**src/core/etw_defines.svh**
```systemverilog
// Purpose: constants of the eight-bit timer waveform unit
// Assumes: io register space of six address bits
// Notes: definitions only
`ifndef ETW_DEFINES_SVH
`define ETW_DEFINES_SVH
`define ETW_CTRL_ADDR 6'h25
`define ETW_CTRL_RESET 8'h00
`define ETW_FORCE_BIT 7
`define ETW_WGM_LOW_BIT 6
`define ETW_COM_HI_BIT 5
`define ETW_COM_LO_BIT 4
`define ETW_WGM_HIGH_BIT 3
`define ETW_CS_HI_BIT 2
`define ETW_MAX 8'hFF
`define ETW_MAX_LESS1 8'hFE
`define ETW_BOTTOM 8'h00
`define ETW_BOTTOM_PLUS1 8'h01
`define ETW_PC_PERIOD_TICKS 510
`define ETW_PRE_RESET 10'h000
`endif

```
**src/core/etw_pkg.sv**
```systemverilog
// Purpose: types of the eight-bit timer waveform unit
// Assumes: constants come from etw_defines.svh
// Notes: no constants held here
package etw_pkg;
   typedef enum logic [1:0] {
      ETW_NORMAL = 2'b00,
      ETW_PHASE = 2'b01,
      ETW_CLEAR_ON_MATCH = 2'b10,
      ETW_FAST = 2'b11
   } etw_mode_t;
   typedef enum logic [2:0] {
      ETW_CS_STOP = 3'b000,
      ETW_CS_DIV1 = 3'b001,
      ETW_CS_DIV8 = 3'b010,
      ETW_CS_DIV64 = 3'b011,
      ETW_CS_DIV256 = 3'b100,
      ETW_CS_DIV1024 = 3'b101,
      ETW_CS_EXT_A = 3'b110,
      ETW_CS_EXT_B = 3'b111
   } etw_clk_sel_t;
endpackage : etw_pkg

```
**src/core/etw_timer.sv**
```systemverilog
// Purpose: eight-bit timer with one compare channel and waveform pin
// Assumes: io strobes, compare writes and pins are synchronous to core_clk
// Notes: control register on the io port; other state on plain ports
`timescale 1ns/100ps
`include "etw_defines.svh"
module etw_timer (
   // clock and reset
   input wire logic core_clk,
   input wire logic arst_n,
   // io register port
   input wire logic [5:0] io_addr,
   input wire logic io_wr,
   input wire logic io_rd,
   input wire logic [7:0] io_wdata,
   output logic [7:0] io_rdata,
   // compare value write and counter view
   input wire logic cmp_wr,
   input wire logic [7:0] cmp_wdata,
   output logic [7:0] count_value,
   // flags and their clears
   output logic overflow_flag,
   output logic match_flag,
   input wire logic overflow_clr,
   input wire logic match_clr,
   // external count input
   input wire logic external_count_input,
   // pin
   input wire logic port_data,
   input wire logic port_dir_out,
   output logic pin_out,
   output logic pin_oe_n
);

   // true for the two pulse modes
   function automatic logic etw_is_pwm(input logic [1:0] m);
      etw_is_pwm = m[0];
   endfunction : etw_is_pwm

   // true when the low n bits of the prescaler are all ones; never when stopped, on an external falling edge for the external selects
   function automatic logic etw_div_hit(input logic [9:0] pre, input logic [2:0] cs,
                                        input logic ext_fall);
      case (cs)
         etw_pkg::ETW_CS_STOP: etw_div_hit = 1'b0;
         etw_pkg::ETW_CS_DIV1: etw_div_hit = 1'b1;
         etw_pkg::ETW_CS_DIV8: etw_div_hit = &pre[2:0];
         etw_pkg::ETW_CS_DIV64: etw_div_hit = &pre[5:0];
         etw_pkg::ETW_CS_DIV256: etw_div_hit = &pre[7:0];
         etw_pkg::ETW_CS_DIV1024: etw_div_hit = &pre[9:0];
         default: etw_div_hit = ext_fall;
      endcase
   endfunction : etw_div_hit

   logic [6:0] ctrl;
   logic [9:0] pre;
   logic ext_prev;
   logic down;
   logic [7:0] cmp_buf;
   logic [7:0] cmp_act;
   logic wave;

   // control field decode
   wire etw_pkg::etw_mode_t mode = etw_pkg::etw_mode_t'({ctrl[`ETW_WGM_HIGH_BIT],
                                                         ctrl[`ETW_WGM_LOW_BIT]});
   wire [1:0] com = ctrl[`ETW_COM_HI_BIT:`ETW_COM_LO_BIT];
   wire [2:0] cs = ctrl[`ETW_CS_HI_BIT:0];
   wire ctrl_wr = io_wr && (io_addr == `ETW_CTRL_ADDR);
   wire [1:0] new_mode = {io_wdata[`ETW_WGM_HIGH_BIT], io_wdata[`ETW_WGM_LOW_BIT]};
   wire [1:0] new_com = io_wdata[`ETW_COM_HI_BIT:`ETW_COM_LO_BIT];

   wire ext_fall = ext_prev && !external_count_input;
   wire tick = etw_div_hit(pre, cs, ext_fall);

   // counter position decode
   wire at_max = (count_value == `ETW_MAX);
   wire at_bottom = (count_value == `ETW_BOTTOM);
   wire is_match = tick && (count_value == cmp_act);
   wire pc_mode = (mode == etw_pkg::ETW_PHASE);
   wire pc_top = tick && pc_mode && !down && at_max;
   wire wrap = tick && !pc_mode && at_max;
   wire force_cmp = ctrl_wr && io_wdata[`ETW_FORCE_BIT] && !etw_is_pwm(new_mode);

   // phase mode: 255 up plus 255 down ticks
   logic [7:0] next_count;
   logic next_down;
   always_comb begin
      next_count = count_value;
      next_down = down;
      if (tick) begin
         case (mode)
            etw_pkg::ETW_PHASE: begin
               if (!down && at_max) begin
                  next_count = `ETW_MAX_LESS1;
                  next_down = 1'b1;
               end else if (down && at_bottom) begin
                  next_count = `ETW_BOTTOM_PLUS1;
                  next_down = 1'b0;
               end else if (down) begin
                  next_count = count_value - 8'h01;
               end else begin
                  next_count = count_value + 8'h01;
               end
            end
            etw_pkg::ETW_CLEAR_ON_MATCH: begin
               next_down = 1'b0;
               next_count = (count_value == cmp_act) ? `ETW_BOTTOM : count_value + 8'h01;
            end
            default: begin
               next_down = 1'b0;
               next_count = count_value + 8'h01;
            end
         endcase
      end
   end

   // phase mode: compare loaded at TOP acts at TOP
   // fast mode: compare loaded at TOP acts from BOTTOM
   logic next_wave;
   always_comb begin
      next_wave = wave;
      case (force_cmp ? etw_pkg::ETW_NORMAL : mode) // force takes non-PWM path
         etw_pkg::ETW_PHASE: begin
            if (com[1]) begin
               if (pc_top) begin
                  next_wave = (cmp_buf == `ETW_MAX) ? !com[0] : com[0]; // level due at TOP
               end else if (is_match && (!down || at_bottom)) begin
                  next_wave = com[0];
               end else if (is_match && down && !at_max) begin
                  next_wave = !com[0];
               end
            end
         end
         etw_pkg::ETW_FAST: begin
            if (com[1]) begin
               if (wrap) begin
                  next_wave = !com[0];
               end else if (is_match && (cmp_act != `ETW_MAX)) begin
                  next_wave = com[0];
               end
            end
         end
         default: begin
            if (is_match || force_cmp) begin
               case (force_cmp ? new_com : com)
                  2'b01: next_wave = !wave;
                  2'b10: next_wave = 1'b0;
                  2'b11: next_wave = 1'b1;
                  default: next_wave = wave;
               endcase
            end
         end
      endcase
   end

   // control register, bit 7 never stored
   always_ff @(posedge core_clk or negedge arst_n) begin
      if (!arst_n) begin
         ctrl <= 7'h00;
      end else if (ctrl_wr) begin
         ctrl <= io_wdata[6:0];
      end
   end

   always_ff @(posedge core_clk or negedge arst_n) begin
      if (!arst_n) begin
         io_rdata <= `ETW_CTRL_RESET;
      end else begin
         io_rdata <= (io_rd && io_addr == `ETW_CTRL_ADDR) ? {1'b0, ctrl} : 8'h00;
      end
   end

   // prescaler and external edge detect
   always_ff @(posedge core_clk or negedge arst_n) begin
      if (!arst_n) begin
         pre <= `ETW_PRE_RESET;
         ext_prev <= 1'b0;
      end else begin
         pre <= pre + 10'h001;
         ext_prev <= external_count_input;
      end
   end

   // counter and direction
   always_ff @(posedge core_clk or negedge arst_n) begin
      if (!arst_n) begin
         count_value <= `ETW_BOTTOM;
         down <= 1'b0;
      end else begin
         count_value <= next_count;
         down <= next_down;
      end
   end

   always_ff @(posedge core_clk or negedge arst_n) begin
      if (!arst_n) begin
         cmp_buf <= 8'h00;
         cmp_act <= 8'h00;
      end else begin
         if (cmp_wr) begin
            cmp_buf <= cmp_wdata;
         end
         if (!etw_is_pwm(mode)) begin
            cmp_act <= cmp_wr ? cmp_wdata : cmp_buf;
         end else if (pc_top || wrap) begin
            cmp_act <= cmp_buf;
         end
      end
   end

   // overflow at BOTTOM in phase mode
   wire ovf_set = wrap || (tick && pc_mode && down && count_value == `ETW_BOTTOM_PLUS1);
   always_ff @(posedge core_clk or negedge arst_n) begin
      if (!arst_n) begin
         overflow_flag <= 1'b0;
         match_flag <= 1'b0;
      end else begin
         overflow_flag <= ovf_set || (overflow_flag && !overflow_clr);
         match_flag <= is_match || (match_flag && !match_clr);
      end
   end

   always_ff @(posedge core_clk or negedge arst_n) begin
      if (!arst_n) begin
         wave <= 1'b0;
         pin_out <= 1'b0;
         pin_oe_n <= 1'b1;
      end else begin
         wave <= next_wave;
         pin_out <= (com != 2'b00) ? next_wave : port_data;
         pin_oe_n <= !port_dir_out;
      end
   end

   property p_pc_turn;
      @(posedge core_clk) disable iff (!arst_n)
         pc_top |=> (count_value == `ETW_MAX_LESS1) && down;
   endproperty
   a_pc_turn: assert property (p_pc_turn) else $error("phase turn at max wrong");
   property p_pc_no_early_turn;
      @(posedge core_clk) disable iff (!arst_n)
         (tick && pc_mode && !down && !at_max && !ctrl_wr) |=> !down;
   endproperty
   a_pc_no_early_turn: assert property (p_pc_no_early_turn) else $error("early turn");
   property p_pc_bottom_flag;
      @(posedge core_clk) disable iff (!arst_n)
         (tick && pc_mode && down && count_value == `ETW_BOTTOM_PLUS1)
            |=> overflow_flag && (count_value == `ETW_BOTTOM);
   endproperty
   a_pc_bottom_flag: assert property (p_pc_bottom_flag) else $error("no bottom flag");
   property p_max_flag;
      @(posedge core_clk) disable iff (!arst_n)
         wrap |=> overflow_flag && (count_value == `ETW_BOTTOM);
   endproperty
   a_max_flag: assert property (p_max_flag) else $error("no max flag");
   property p_ctc_clear;
      @(posedge core_clk) disable iff (!arst_n)
         (mode == etw_pkg::ETW_CLEAR_ON_MATCH && is_match && !ctrl_wr)
            |=> count_value == `ETW_BOTTOM;
   endproperty
   a_ctc_clear: assert property (p_ctc_clear) else $error("no clear on match");
   property p_hold;
      @(posedge core_clk) disable iff (!arst_n)
         !tick |=> $stable(count_value);
   endproperty
   a_hold: assert property (p_hold) else $error("count moved without tick");
   property p_flag_cause;
      @(posedge core_clk) disable iff (!arst_n)
         $rose(match_flag) |-> $past(is_match);
   endproperty
   a_flag_cause: assert property (p_flag_cause) else $error("flag without match");
   property p_strobe_zero;
      @(posedge core_clk) disable iff (!arst_n)
         (io_rd && io_addr == `ETW_CTRL_ADDR) |=> !io_rdata[`ETW_FORCE_BIT];
   endproperty
   a_strobe_zero: assert property (p_strobe_zero) else $error("strobe read one");
   property p_force_toggle;
      @(posedge core_clk) disable iff (!arst_n)
         (force_cmp && new_com == 2'b01) |=> wave != $past(wave);
   endproperty
   a_force_toggle: assert property (p_force_toggle) else $error("force no toggle");
   property p_oe;
      @(posedge core_clk) disable iff (!arst_n)
         port_dir_out |=> !pin_oe_n;
   endproperty
   a_oe: assert property (p_oe) else $error("pin not driven");
endmodule : etw_timer

```
**config.mk**
```make
export PLATFORM = sky130hd
export DESIGN_NAME = etw_timer
export DESIGN_NICKNAME = d
export VERILOG_FILES = /design/src/core/etw_pkg.sv /design/src/core/etw_timer.sv
export VERILOG_INCLUDE_DIRS = /design/src /design/src/core
export SDC_FILE = /design/constraint.sdc
export NUM_CORES = 1
export LEC_CHECK = 0
export BUFFER_PORTS_ARGS = -buffer_cell sky130_fd_sc_hd__buf_2
export CELL_PAD_IN_SITES_DETAIL_PLACEMENT = 1
export CELL_PAD_IN_SITES_GLOBAL_PLACEMENT = 1
export CORE_ASPECT_RATIO = 0.75
export CORE_UTILIZATION = 40
export CTS_CLUSTER_DIAMETER = 150
export DETAILED_ROUTE_END_ITERATION = 10
export GPL_TIMING_DRIVEN = 0
export HOLD_SLACK_MARGIN = 0.03
export PLACE_DENSITY = 0.83
export SKIP_LAST_GASP = 1
export SYNTH_ARGS = -nofsm -noshare
export SYNTH_HDL_FRONTEND = slang
export SYNTH_SLANG_ARGS = --single-unit
```
**constraint.sdc**
```tcl
create_clock -name core_clk -period 2.79 [get_ports core_clk]
set_input_delay 0 -clock core_clk [delete_from_list [all_inputs] [get_ports core_clk]]
set_output_delay 0 -clock core_clk [all_outputs]
set_load 0.05 [all_outputs]
```
==> metrics.txt <==
Setup TNS Final 0 ns; GP Congestion slightly below 0.9; most frequent cell after synthesis dfrtp_1; #FFs+latches synth 55; slew of the pin with the lowest slew margin ~0.56 ns; CTS tree yes; grt total ovfl 0; Startpoint Class flop; Yosys top cell area share a little over two fifths; Max IR drop VDD around 0.28 mV; die span in y between 80 and 90 µm; RSZ-0062 raised after global routing no; max-cap violation count 0; worst endpoint required time 2.99 ns; initial core utilization slightly above 40%; Core Util, Final 50.2%; Vias between 2000 and 3000; post-synthesis instance total 335; Clock Pin Slew Worst Setup and Hold Paths about 0.11 ns; synth cell count leaders dfrtp_1 (54), nor2_1 (31), nand2_1 (22); crit path DAT 2.81 ns; clock root cell clkbuf_8; YS warnings 0; gr usage total between 20% and 30%; synthesized area ~0.0032 mm²; fmax 0.384 GHz; Post-synth EDFFs 0; Synth area leaders dfrtp_1 (42%), mux2_2 (5.2%), xnor2_1 (4.9%); Iter 0 DRT Violations 121; CP Capture Type flop; htree depth 2; Buffers on Ports 49; HP Class input pin to asynchronous set/reset pin; TritonRoute pass-1 iters 4; Max clock buf depth 2; sequential area share after synthesis about 42%; final setup fails 0; final WL 8.49 mm; r2r setup slk 0.18 ns; # DRC 0; TritonCTS Buffers 5; Sink Count 55; Yosys cell types 67; FFs w/ async S/R, synth 100%; HPWL after DPL 6.13 mm; DR vias/cell about 5.5; initial antenna violation count 0; leakage 1.77 nW; Final Power approximately 0.0022 W; global-route wire length before repair 14.8 mm; Synth Flop Type dfrtp_1; Tmin final roughly 2.6 ns; Yosys top cell by area dfrtp_1; fraction of layout cells with a size suffix above 1 approximately 25%; Die Wd about 110 µm; Final Hold Vio Count 0; Core Area 0.00788 mm²; Tcrit/Tclk final approximately 93%; power per cell area 560 mW/mm²; die area 0.00849 mm²; vias in the first global route 2978; worst skew pair latency 0.31 ns; Max FO, Critical Path 10; post-synthesis net count roughly 370; final net count about 450; largest net degree at the start of global routing 56; critical path type flop to flop; cell row count 28; Relative slew margins about 63%; status completed; Routed WL per cell around 16 µm; Layout Skew 0.0103 ns; Area Overhead vs Synth 21.9%; ant diodes 0; Routed Antenna Nets 0; Ports 52; final slew viol count 0; syn_area_per_cell just under 10 µm²
[critical path, cell delays in order, from the launching register on]
cell and delay, ns:
dfrtp_1 0.41, ha_2 0.25, ha_1 0.19, or3b_1 0.38, a21boi_2 0.23, o211ai_4 0.17
o41ai_2 0.36, o2111ai_1 0.17, a22oi_2 0.25, o21ai_1 0.10
[flip-flops by register name, summed over array words and instances, names as in the netlist]
signal / count
down: 1
ctrl: 7
cmp_act: 8
pin_out: 1
io_rdata: 7
ext_prev: 1
cmp_buf: 8
pre: 10
wave: 1
overflow_flag: 1
match_flag: 1
pin_oe_n: 1
count_value: 8
[layout by cell type (no fill, tap or decap), drive strengths merged, types with 3 or more instances in the layout]
cell type / synthesis / layout
a21oi: 18 / 18
a31oi: 6 / 6
and2: 10 / 10
and3: 5 / 5
buf: 8 / 59
clkbuf: 10 / 15
dfrtp: 54 / 54
dlygate4sd3: 0 / 21
ha: 7 / 7
inv: 14 / 16
mux2: 15 / 15
mux2i: 8 / 8
nand2: 22 / 22
nand3: 13 / 13
nand4: 8 / 8
nor2: 31 / 31
nor3: 6 / 6
nor3b: 4 / 4
nor4: 3 / 3
o211ai: 4 / 4
o21ai: 29 / 29
o31ai: 3 / 3
xnor2: 19 / 19
[area by class of cell]
class                           instances  area [µm²]
Tap cell                              105         131
Multi-Input combinational cell        248        1740
Buffer                                 18        86.3
Sequential cell                        55        1380
Timing Repair Buffer                   72         483
Fill cell                             928        3920
Inverter                               14        52.6
Clock buffer                            5        68.8
Clock inverter                          3        22.5
[metrics by stage]
step                worst slack, ns  instance area [µm²]  hold WS [ns]  instances
finish                        0.184                 3960         0.126        520
global placement              0.200                 3620         0.116        489
global route                 0.0135                 3960         0.148        520
CTS                           0.138                 3930         0.137        518
floorplan                     0.439                 3250        -0.296        335
detailed placement            0.163                 3620         0.114        489
[path summary, 6_finish.rpt]
| path | start | to | depth (start not counted) |
|---|---|---|---|
| hold / removal | arst_n | count_value[2] | 2 |
| hold reg to reg | pre[0] | pre[0] | 1 |
| max in group asynchronous | arst_n | pre[0] | 3 |
| setup reg to reg | pre[1] | pin_out | 9 |
| min in group core_clk | io_addr[5] | ctrl[2] | 3 |
| setup / recovery | pre[1] | pin_out | 9 |
[logic make-up after synthesis]
family                     synth area share (%)
and+or+nand+nor                            18.8
AOI/OAI and AO/OA                          17.5
DFF                                        42.4
buffers and inverters                      4.28
muxes                                      8.36
xor gates and xnor gates                   5.90
adders and majority gates                  2.70
other                                     0.115
[routing by layer]
layer  vias to the layer above  global-route usage (%)  part of all wire [%]
li1                       1360                       -                     -
met1                      1435                    29.9                    47
met4                         0                    3.89                   1.0
met5                         -                       0                     0
met2                        77                    37.6                    48
met3                         9                    2.94                   4.0
[where the power goes]
part | internal [W] | total (W) | switching (W)
Combinational | 0.000281 | 0.000766 | 0.000485
Sequential | 0.000873 | 0.000981 | 0.000108
Clock | 0.000183 | 0.000470 | 0.000287
[what timing repair did]
item | in CTS | in global routing
gates resized for setup | 0 | 3
hold buffers | 21 | 0
setup buffers | 0 | 1
hold endpoints to repair | 74 | 0
endpoints found under the setup margin | 0 | 10
(Power assumes the default switching activity.)
